==> src/rcg_map.svh <==
// register map, field positions, reset values and timing counts
`ifndef RCG_MAP_SVH
`define RCG_MAP_SVH

// ==========================================================================
// register offsets (byte addresses)
`define RCG_ADDR_W           4
`define RCG_OFS_CLK_CTRL     4'h0
`define RCG_OFS_STATUS       4'h4

// ==========================================================================
// clock control field positions
`define RCG_F_MULT_LO        0
`define RCG_F_MULT_HI        6
`define RCG_F_POST_LO        8
`define RCG_F_POST_HI        9
`define RCG_F_HALVE          10
`define RCG_F_SDR_LO         11
`define RCG_F_SDR_HI         13

// status field positions
`define RCG_F_ST_CORE_RST    0
`define RCG_F_ST_EXT_RST     1
`define RCG_F_ST_STRAP_LO    2
`define RCG_F_ST_STRAP_HI    3

// ==========================================================================
// reset values
`define RCG_RST_POST         2'h0
`define RCG_RST_HALVE        1'h0
`define RCG_RST_SDR          3'h2

// ==========================================================================
// timing counts
`define RCG_RELEASE_REF_CYCLES 4096
`define RCG_TAIL_CORE_CYCLES   2'h2

`endif

==> src/rcg_pkg.sv <==
// types shared by the clock and reset-release block
package rcg_pkg;

   // clock control register contents
   typedef struct packed {
      logic [2:0] sdram_clock_ratio;
      logic       input_halving_enable;
      logic [1:0] pll_post_divider;
      logic [6:0] pll_multiplier;
   } rcg_pctl_s;

   // avalon-mm request from the master
   typedef struct packed {
      logic        read;
      logic        write;
      logic [3:0]  address;
      logic [31:0] writedata;
   } rcg_avm_req_s;

   // core reset release sequence
   typedef enum logic [3:0] {
      ST_HOLD  = 4'b0001,
      ST_COUNT = 4'b0010,
      ST_TAIL  = 4'b0100,
      ST_RUN   = 4'b1000
   } rcg_rel_e;

endpackage

==> src/rcg_clock_reset.sv <==
// clock-enable generation and core reset release with avalon-mm control
//
// The placing of the registers and the Avalon-MM slave port were left to the implementer.
`timescale 1ns/1ps
`include "rcg_map.svh"

// Functional notes
// - In reset, the multiplier comes from the strap-selected ratio.
// - Ratios are set by straps or by software control register writes.
// - Oscillator rate is twice multiplier times PLL input rate.
// - PLL input is the reference, or half of it with halving on.
// - Core rate is oscillator rate over post-divider 2, 4, 8 or 16.
// - Post-divider is forced to divide by two during reset.
// - Peripheral clock period is exactly twice the core clock period.
// - SDRAM clock period is core period times the SDRAM ratio, ratio zero acting as one.
// - Core reset releases 4096 reference cycles plus two core cycles later.
// - A missed setup may add one reference cycle, 4097 at most.
module rcg_clock_reset
#(
   parameter int         RELEASE_REF_CYCLES = `RCG_RELEASE_REF_CYCLES,
   parameter logic [6:0] STRAP_MULT0        = 7'h10,
   parameter logic [6:0] STRAP_MULT1        = 7'h08,
   parameter logic [6:0] STRAP_MULT2        = 7'h04,
   parameter logic [6:0] STRAP_MULT3        = 7'h10
)
(
   input  wire logic                 clk,
   input  wire logic                 rst,
   input  wire logic                 reference_clock_in,
   input  wire logic                 ext_reset_n,
   input  wire logic [1:0]           clock_ratio_straps,
   input  wire rcg_pkg::rcg_avm_req_s avm_req,
   output logic [31:0]               avm_readdata,
   output logic                      avm_waitrequest,
   output logic                      osc_tick,
   output logic                      core_clock_tick,
   output logic                      periph_clock_tick,
   output logic                      sdram_clock_tick,
   output logic                      core_reset
);
   import rcg_pkg::*;

   localparam int CNT_W = $clog2(RELEASE_REF_CYCLES + 1);
   // ========================================================================
   // pin synchronisers
   // ========================================================================
   logic [3:0] sync1_q, sync1_d;
   logic [3:0] sync2_q, sync2_d;
   logic       ref_prev_q, ref_prev_d;
   logic       ref_edge;
   logic       ext_rst_act;
   logic [1:0] straps_s;
   logic [6:0] strap_mult;

   // two flops per pin, edge detect reads only the second stage
   always_comb
   begin
      sync1_d    = {clock_ratio_straps, ext_reset_n, reference_clock_in};
      sync2_d    = sync1_q;
      ref_prev_d = sync2_q[0];
   end

   always_ff @(posedge clk)
   begin
      if (rst)
      begin
         sync1_q    <= 4'h2;
         sync2_q    <= 4'h2;
         ref_prev_q <= 1'b0;
      end
      else
      begin
         sync1_q    <= sync1_d;
         sync2_q    <= sync2_d;
         ref_prev_q <= ref_prev_d;
      end
   end

   assign ref_edge    = sync2_q[0] & ~ref_prev_q;
   assign ext_rst_act = ~sync2_q[1];
   assign straps_s    = sync2_q[3:2];

   // strap decode to multiplier
   always_comb
   begin
      case (straps_s)
         2'h0:    strap_mult = STRAP_MULT0;
         2'h1:    strap_mult = STRAP_MULT1;
         2'h2:    strap_mult = STRAP_MULT2;
         default: strap_mult = STRAP_MULT3;
      endcase
   end

   // ========================================================================
   // avalon-mm slave and clock control register
   // ========================================================================
   rcg_pctl_s   pctl_q, pctl_d;
   logic        wait_q, wait_d;
   logic [31:0] rdata_q, rdata_d;
   logic        req;
   logic        wr_take;
   logic        core_rst_q;

   assign req     = avm_req.read | avm_req.write;
   assign wr_take = avm_req.write & ~wait_q;
   // one wait cycle per access; data and write effect on the low cycle
   always_comb
   begin
      wait_d  = ~(req & wait_q);
      rdata_d = rdata_q;
      pctl_d  = pctl_q;
      if (avm_req.read & wait_q)
      begin
         rdata_d = 32'h0;
         case (avm_req.address)
            `RCG_OFS_CLK_CTRL: rdata_d[`RCG_F_SDR_HI:`RCG_F_MULT_LO] =
               {pctl_q.sdram_clock_ratio, pctl_q.input_halving_enable,
                pctl_q.pll_post_divider, 1'b0, pctl_q.pll_multiplier};
            `RCG_OFS_STATUS:
            begin
               rdata_d[`RCG_F_ST_CORE_RST] = core_rst_q;
               rdata_d[`RCG_F_ST_EXT_RST]  = ext_rst_act;
               rdata_d[`RCG_F_ST_STRAP_HI:`RCG_F_ST_STRAP_LO] = straps_s;
            end
            default: rdata_d = 32'h0;
         endcase
      end
      if (wr_take && avm_req.address == `RCG_OFS_CLK_CTRL)
      begin
         // software path for the ratios
         pctl_d.pll_multiplier = avm_req.writedata[`RCG_F_MULT_HI:
                                                   `RCG_F_MULT_LO];
         pctl_d.pll_post_divider = avm_req.writedata[`RCG_F_POST_HI:
                                                     `RCG_F_POST_LO];
         pctl_d.input_halving_enable = avm_req.writedata[`RCG_F_HALVE];
         pctl_d.sdram_clock_ratio = avm_req.writedata[`RCG_F_SDR_HI:
                                                      `RCG_F_SDR_LO];
      end
      // straps own the multiplier while the pin holds reset
      if (ext_rst_act)
         pctl_d.pll_multiplier = strap_mult;
      // divide by two until the core leaves reset
      if (core_rst_q)
         pctl_d.pll_post_divider = `RCG_RST_POST;
   end

   always_ff @(posedge clk)
   begin
      if (rst)
      begin
         wait_q <= 1'b1;
         rdata_q <= 32'h0;
         pctl_q <= '{`RCG_RST_SDR, `RCG_RST_HALVE, `RCG_RST_POST,
                     STRAP_MULT0};
      end
      else
      begin
         wait_q  <= wait_d;
         rdata_q <= rdata_d;
         pctl_q  <= pctl_d;
      end
   end

   // ========================================================================
   // oscillator and derived clock enables
   // ========================================================================
   logic [8:0] osc_cred_q, osc_cred_d;
   logic [8:0] inc;
   logic [4:0] div;
   logic [4:0] core_cnt_q, core_cnt_d;
   logic [2:0] sdr_cnt_q, sdr_cnt_d;
   logic       per_ph_q, per_ph_d;
   logic       osc_q, osc_d;
   logic       core_q, core_d;
   logic       per_q, per_d;
   logic       sdr_q, sdr_d;

   // oscillator edges owed per reference edge; halving halves them
   assign inc = pctl_q.input_halving_enable ?
                {2'h0, pctl_q.pll_multiplier} :
                {1'b0, pctl_q.pll_multiplier, 1'b0};
   assign div = 5'(5'h2 << pctl_q.pll_post_divider);

   // the model needs clk faster than the oscillator rate it stands for
   always_comb
   begin
      osc_cred_d = osc_cred_q;
      osc_d      = 1'b0;
      if (osc_cred_q != 9'h0)
      begin
         osc_cred_d = osc_cred_q - 9'h1;
         osc_d      = 1'b1;
      end
      if (ref_edge)
         osc_cred_d = osc_cred_d + inc;
      core_cnt_d = core_cnt_q;
      core_d     = 1'b0;
      if (osc_d)
      begin
         if (core_cnt_q >= div - 5'h1)
         begin
            core_cnt_d = 5'h0;
            core_d     = 1'b1;
         end
         else
            core_cnt_d = core_cnt_q + 5'h1;
      end
      // peripheral: every second core edge
      per_ph_d = per_ph_q ^ core_q;
      per_d    = core_q & per_ph_q;
      // sdram: every ratio core edges, ratio zero acts as one
      sdr_cnt_d = sdr_cnt_q;
      sdr_d     = 1'b0;
      if (core_q)
      begin
         if (sdr_cnt_q + 3'h1 >= pctl_q.sdram_clock_ratio)
         begin
            sdr_cnt_d = 3'h0;
            sdr_d     = 1'b1;
         end
         else
            sdr_cnt_d = sdr_cnt_q + 3'h1;
      end
   end
   always_ff @(posedge clk)
   begin
      if (rst)
      begin
         osc_cred_q <= 9'h0;
         core_cnt_q <= 5'h0;
         sdr_cnt_q  <= 3'h0;
         per_ph_q   <= 1'b0;
         osc_q      <= 1'b0;
         core_q     <= 1'b0;
         per_q      <= 1'b0;
         sdr_q      <= 1'b0;
      end
      else
      begin
         osc_cred_q <= osc_cred_d;
         core_cnt_q <= core_cnt_d;
         sdr_cnt_q  <= sdr_cnt_d;
         per_ph_q   <= per_ph_d;
         osc_q      <= osc_d;
         core_q     <= core_d;
         per_q      <= per_d;
         sdr_q      <= sdr_d;
      end
   end

   // ========================================================================
   // core reset release
   // ========================================================================
   rcg_rel_e   st_q, st_d;
   logic [CNT_W-1:0] rel_cnt_q, rel_cnt_d;
   logic [1:0] tail_q, tail_d;

   // counts synchronised reference edges, then two core edges
   always_comb
   begin
      st_d      = st_q;
      rel_cnt_d = rel_cnt_q;
      tail_d    = tail_q;
      case (st_q)
         ST_HOLD:
         begin
            rel_cnt_d = '0;
            tail_d    = 2'h0;
            st_d      = ST_COUNT;
         end
         ST_COUNT:
            if (ref_edge)
            begin
               rel_cnt_d = rel_cnt_q + 1'b1;
               if (rel_cnt_q == CNT_W'(RELEASE_REF_CYCLES - 1))
                  st_d = ST_TAIL;
            end
         ST_TAIL:
            if (core_q)
            begin
               tail_d = tail_q + 2'h1;
               if (tail_q + 2'h1 == `RCG_TAIL_CORE_CYCLES)
                  st_d = ST_RUN;
            end
         ST_RUN:  st_d = ST_RUN;
         default: st_d = ST_HOLD;
      endcase
      // a fresh reset restarts the whole count
      if (ext_rst_act)
      begin
         st_d      = ST_HOLD;
         rel_cnt_d = '0;
      end
   end

   always_ff @(posedge clk)
   begin
      if (rst)
      begin
         st_q       <= ST_HOLD;
         rel_cnt_q  <= '0;
         tail_q     <= 2'h0;
         core_rst_q <= 1'b1;
      end
      else
      begin
         st_q       <= st_d;
         rel_cnt_q  <= rel_cnt_d;
         tail_q     <= tail_d;
         core_rst_q <= (st_d != ST_RUN);
      end
   end
   // outputs straight from flops
   assign avm_readdata      = rdata_q;
   assign avm_waitrequest   = wait_q;
   assign osc_tick          = osc_q;
   assign core_clock_tick   = core_q;
   assign periph_clock_tick = per_q;
   assign sdram_clock_tick  = sdr_q;
   assign core_reset        = core_rst_q;
endmodule

==> config.mk <==
export PLATFORM = sky130hd
export DESIGN_NAME = rcg_clock_reset
export DESIGN_NICKNAME = d
export VERILOG_FILES = /design/src/rcg_pkg.sv /design/src/rcg_clock_reset.sv
export VERILOG_INCLUDE_DIRS = /design/src
export SDC_FILE = /design/constraint.sdc
export NUM_CORES = 1
export LEC_CHECK = 0
export BUFFER_PORTS_ARGS = -buffer_cell sky130_fd_sc_hd__buf_2
export CORE_UTILIZATION = 53
export CTS_CLUSTER_SIZE = 12
export DETAILED_ROUTE_END_ITERATION = 8
export PLACE_DENSITY = 0.77
export SYNTH_ARGS = -nofsm -noshare
export SYNTH_HDL_FRONTEND = slang
export SYNTH_SLANG_ARGS = --single-unit
==> constraint.sdc <==
create_clock -name clk -period 3.75 [get_ports clk]
set_input_delay 0 -clock clk [delete_from_list [all_inputs] [get_ports clk]]
set_output_delay 0 -clock clk [all_outputs]
set_load 0.02 [all_outputs]
==> flow_metrics.tcl, run 1 <==
set metrics [dict create \
    post_drt_wl_per_cell_um 13.6 \
    synthFlopType "dfxtp_1" \
    drcViolationCount 0 \
    vdd_drop_max_mv 0.231 \
    tightest_slew_ps 870 \
    synth-adder-area-share 0.0762 \
    clkPwrFrac 0.256 \
    synth_top_family_by_area "simple AND/OR/NAND/NOR gates" \
    start_kind "flip-flop" \
    post-dp-hpwl_um 5980 \
    diodes 0 \
    p_int_mw 1.65 \
    clk_pin_slew_worst_paths_ps 80 \
    syn_to_final_growth_pct 14.3 \
    vias 3299 \
    holdWs_ps 91.9 \
    io_buffers 43 \
    grt_use_total 0.228 \
    multi_input_area_um2 2240 \
    core-area_um2 7290 \
    ys_seq_area_frac 0.387 \
    fillers 617 \
    synth-compound-area-share 0.135 \
    drt_iter0_drc 211 \
    initial_core_util 0.554 \
    clkLatencyLatePin_ps 340 \
    max_cap_violations 0 \
    dieArea_um2 7970 \
    critPathRequiredTime_ps 4020 \
    finClkSkew_ps 8.99 \
    die_w_um 89.3 \
    status "complete, no violations" \
    critPathArrivalTime_ps 3630 \
    grt_max_degree 26 \
    seqCellArea_um2 1560 \
    fin_tns_setup_ps 0 \
    slew_viol_final 0 \
    seq_power_share 0.393 \
    hold_viol_final 0 \
    fin_crit_sh 0.896 \
    synthXorXnorAreaFrac 0.0456 \
    fmax_mhz 298 \
    routed_wl_um 8430 \
    hp-class "primary input to flip-flop" \
    globalplace.congestion 0.842 \
    rsz0062_at_grt "no" \
    cts_root_buffer "clkbuf_8" \
    rows 31 \
    final_common_cell "dfxtp_1" \
    yosys_warnings 0 \
    end_kind "flip-flop" \
    cts_resized 0 \
    p_per_area_nw_per_um2 556 \
    grt_pass1_vias 2956 \
    synth_edf_count 0 \
    syn_inst 464 \
    synth.distinct_cells 57 \
    antenna_found_initial 0 \
    async_flop_share 0 \
    synth_area_um2 4040 \
    yosys.area_share.simple 0.232 \
    cts_sinks 78 \
    htreeDepth 3 \
    cp_max_fo 10 \
    ant_nets 0 \
    period_needed_ps 3360 \
    drive_gt1_frac 0.151 \
    routed_via_density 5.31 \
    synth-seq-cells 78 \
    cts_buffer_depth 2 \
    first_pass_iters 5 \
    mostFrequentLayoutCells "dfxtp_1 (78), nor2_1 (57), nand2_1 (47)" \
    ios 82 \
    rrSetupSlack_ps 390 \
    avgSynthCellArea_um2 8.70 \
    p_sw_frac 0.355 \
    grt.overflow.total 0 \
    die_y_um 89.3 \
    nets 585 \
    critical_path_class "flip-flop to flip-flop" \
    synth.area.mux_share 0.0474 \
    cts_buffers 9 \
    cts_tree "yes" \
    p_leak_nw 1.92 \
    setup_viol 0 \
    grt_pass1_wl_um 13800 \
    combPwrFrac 0.351 \
    maxSlewHeadroom 0.417 \
    p_switching_mw 0.912 \
]
==> cells in the mapped netlist, drive strengths merged (8+ instances only) <==
master	n	area share
nor2b	16	0.025
clkbuf	12	0.011
nor2	57	0.053
nor4	8	0.019
xnor2	13	0.028
mux2i	9	0.022
inv	18	0.017
nand2	47	0.044
dfxtp	78	0.39
mux2	9	0.025
buf	27	0.048
a21oi	28	0.035
ha	23	0.071
nor3	16	0.022
xor2	8	0.017
a22oi	9	0.017
o21ai	8	0.0099
nand3	8	0.011
a21o	8	0.015
==> area by class of cell <==
cell class,instances,share of cell area
inverter,18,0.0146
timing repair buffer,63,0.0895
clock buffer,12,0.0336
sequential,78,0.338
tap,99,0.0269
clock inverter,4,0.0117
multi-input combinational,347,0.485
==> layer usage <==
metal	wire length, um	up-vias	GRT usage
li1	-	1681	-
met1	3990	1519	0.303
met2	3920	88	0.366
met3	391	11	0.0508
met4	125	0	0.0808
met5	0	-	0
==> power by group through the flow <==
stage | clock network (mW) | logic [mW] | registers [mW]
global route | 0.704 | 1.03 | 1.02
finish | 0.656 | 0.902 | 1.01
detailed placement | 0 | 0.881 | 1.03
floorplan | 0 | 0.736 | 0.998
CTS | 0.670 | 0.904 | 1.01
global placement | 0 | 0.851 | 1.02
==> critical path, stage by stage, from the launching register on <==
cell     delay, ps
dfxtp_1        330
inv_1           90
ha_1           240
nor3b_2        350
nand3_2        280
xnor2_1        300
ha_1           210
inv_1           60
fa_1           390
nor2b_1        200
o31a_1         250
nor4b_1         90
or3_1          370
a21oi_1        140
==> path summary, 6_finish.rpt <==
kind                      start               to  cells past startpoint
hold / removal              rst  avm_readdata[4]                      2
setup reg to reg  osc_cred_q[0]    osc_cred_q[8]                     13
setup / recovery  osc_cred_q[0]    osc_cred_q[8]                     13
hold reg to reg      sync1_q[1]       sync2_q[1]                      1
==> timing repair <==
action	4_1_cts	5_1_grt
buffers inserted	0	0
endpoints found under the hold margin	18	0
hold buffers	19	0
==> metrics by stage <==
stage	worst slack (ps)	cells	utilization	power (mW)	area [um^2]
2_1_floorplan	854	482	-	1.73	4110
3_3_place_gp	596	586	0.578	1.87	4210
3_5_place_dp	436	586	0.578	1.91	4210
4_1_cts	387	621	0.633	2.58	4610
5_1_grt	55.9	621	0.633	2.76	4610
6_report	391	621	0.633	2.57	4610
==> cells by family after synthesis <==
logic type,count (synthesis)
buf+inv,57
flops,78
other cells,1
simple gates,182
compound gates,83
mux,18
fa+ha+maj,24
xor+xnor,21
==> flip-flops by register name, summed over array words and instances, names as in the netlist, 2 cells and up <==
register / count
avm_readdata: 13
pctl_q: 13
rel_cnt_q: 13
osc_cred_q: 9
core_cnt_q: 5
st_q: 4
sync1_q: 4
sync2_q: 4
sdr_cnt_q: 3
tail_q: 2
Note: power is estimated with default switching activity, not from simulation.
==> inputs of run 2 (changes only) <==
CELL_PAD_IN_SITES_DETAIL_PLACEMENT = 1   (was default)
CELL_PAD_IN_SITES_GLOBAL_PLACEMENT = 2   (was default)
CORE_UTILIZATION = 33   (was 53)
PLACE_DENSITY = default   (was 0.77)
PLACE_DENSITY_LB_ADDON = 0.1   (was default)
==> flow_metrics.tcl, run 2 (synthesis results as in run 1) <==
set metrics [dict create \
    fin_crit_sh 0.901 \
    cts_buffers 9 \
    drcViolationCount 0 \
    start_kind "flip-flop" \
    end_kind "flip-flop" \
    setup_viol 0 \
    ant_nets 0 \
    die_w_um 113 \
    first_pass_iters 4 \
    antenna_found_initial 0 \
    hold_viol_final 0 \
    hp-class "primary input to flip-flop" \
    r2r_start "osc_cred_q[0]" \
    drt_iter0_drc 104 \
    fillers 1416 \
    ios 82 \
    slew_viol_final 0 \
    globalplace.congestion 0.745 \
    pre_cts_slack_ps 398 \
    drive_gt1_frac 0.155 \
    hold_buffers 19 \
    routed_wl_um 10100 \
    grt.overflow.total 0 \
    vdd_drop_max_mv 0.272 \
    critPathArrivalTime_ps 3640 \
    critPathRequiredTime_ps 4020 \
    fmax_mhz 296 \
    maxSlewHeadroom 0.366 \
    syn_to_final_growth_pct 18.9 \
    htreeDepth 3 \
    hp-start "rst" \
    post_drt_wl_per_cell_um 15.1 \
    multi_input_area_um2 2240 \
    period_needed_ps 3380 \
    grt_use_total 0.170 \
    cts_buffer_depth 2 \
    rows 40 \
    hold-path-endpoint "avm_readdata[6]" \
    grt_max_degree 32 \
    core-area_um2 12000 \
    timing.rr.end "osc_cred_q[8]" \
    cts_sinks 78 \
    cts_resized 0 \
    finClkSkew_ps 4.97 \
    setup_ws_ps 372 \
    vias 3296 \
    initial_core_util 0.338 \
    hold_depth 2 \
    rrSetupSlack_ps 370 \
    post-cts-setup-buffers 0 \
    seqCellArea_um2 1560 \
    dieArea_um2 12700 \
    mostFrequentLayoutCells "dfxtp_1 (78), nor2_1 (57), nand2_1 (47)" \
    grt_pass1_vias 3250 \
    clk_pin_slew_worst_paths_ps 60 \
    clkLatencyLatePin_ps 340 \
    rsz0062_at_grt "no" \
    fin_tns_setup_ps 0 \
    grt_pass1_wl_um 16600 \
    p_per_area_nw_per_um2 600 \
    max_cap_violations 0 \
    nets 587 \
    final_common_cell "dfxtp_1" \
    p_leak_nw 2.00 \
    cts_tree "yes" \
    die_y_um 113 \
    io_buffers 43 \
    rr_worst_depth 13 \
    tightest_slew_ps 947 \
    critical_path_class "flip-flop to flip-flop" \
    cts_root_buffer "clkbuf_16" \
    cp_max_fo 10 \
    routed_via_density 4.92 \
    status "complete, no violations" \
    post-dp-hpwl_um 7280 \
    diodes 0 \
]
-- run 2: worst max path at each step --
stage	slack (ps)	cells after the start	start	endpoint
3_5_place_dp	400	13	osc_cred_q[0]	osc_cred_q[8]
4_1_cts	350	13	osc_cred_q[0]	osc_cred_q[8]
6_report	370	13	osc_cred_q[0]	osc_cred_q[8]
5_1_grt	90	13	osc_cred_q[0]	osc_cred_q[8]
3_3_place_gp	490	13	osc_cred_q[0]	osc_cred_q[8]
2_1_floorplan	850	13	osc_cred_q[0]	osc_cred_q[8]
-- run 2: per-layer routing --
| metal | wire [um] | global-route usage |
|---|---|---|
| met1 | 5170 | 0.225 |
| met2 | 4470 | 0.269 |
| met3 | 354 | 0.0437 |
| met4 | 106 | 0.0542 |
| met5 | 0 | 0 |
-- run 2: cell type report --
class / count / share of cell area
multi-input cells: 347 / 0.466
flip-flops and latches: 78 / 0.325
repair buffers: 65 / 0.0891
clock buffers: 11 / 0.0526
well taps: 147 / 0.0383
clock inverters: 4 / 0.0146
inverters: 18 / 0.0141
-- run 2: worst max-delay path, cell delays in order, from the launching register on --
cell and delay, ps:
dfxtp_1 310, inv_1 90, ha_1 260, nor3b_2 360
nand3_2 300, xnor2_1 280, ha_1 200, inv_1 50
fa_1 390, nor2b_1 200, o31a_1 260, nor4b_1 90
or3_1 370, a21oi_1 140
-- run 2: per-stage QoR --
stage	utilization	instances	instance area, um^2	power, mW	hold slack (ps)
2_1_floorplan	-	482	4110	1.73	104
6_report	0.401	670	4800	2.88	71.5
3_5_place_dp	0.359	636	4290	1.94	196
4_1_cts	0.401	670	4800	2.93	62.0
5_1_grt	0.401	670	4800	3.08	88.2
3_3_place_gp	0.359	636	4290	1.92	189
-- run 2: power breakdown --
group	internal (mW)	total, mW	switching [mW]
registers	0.911	1.01	0.0987
clock network	0.613	0.950	0.337
logic	0.407	0.921	0.515
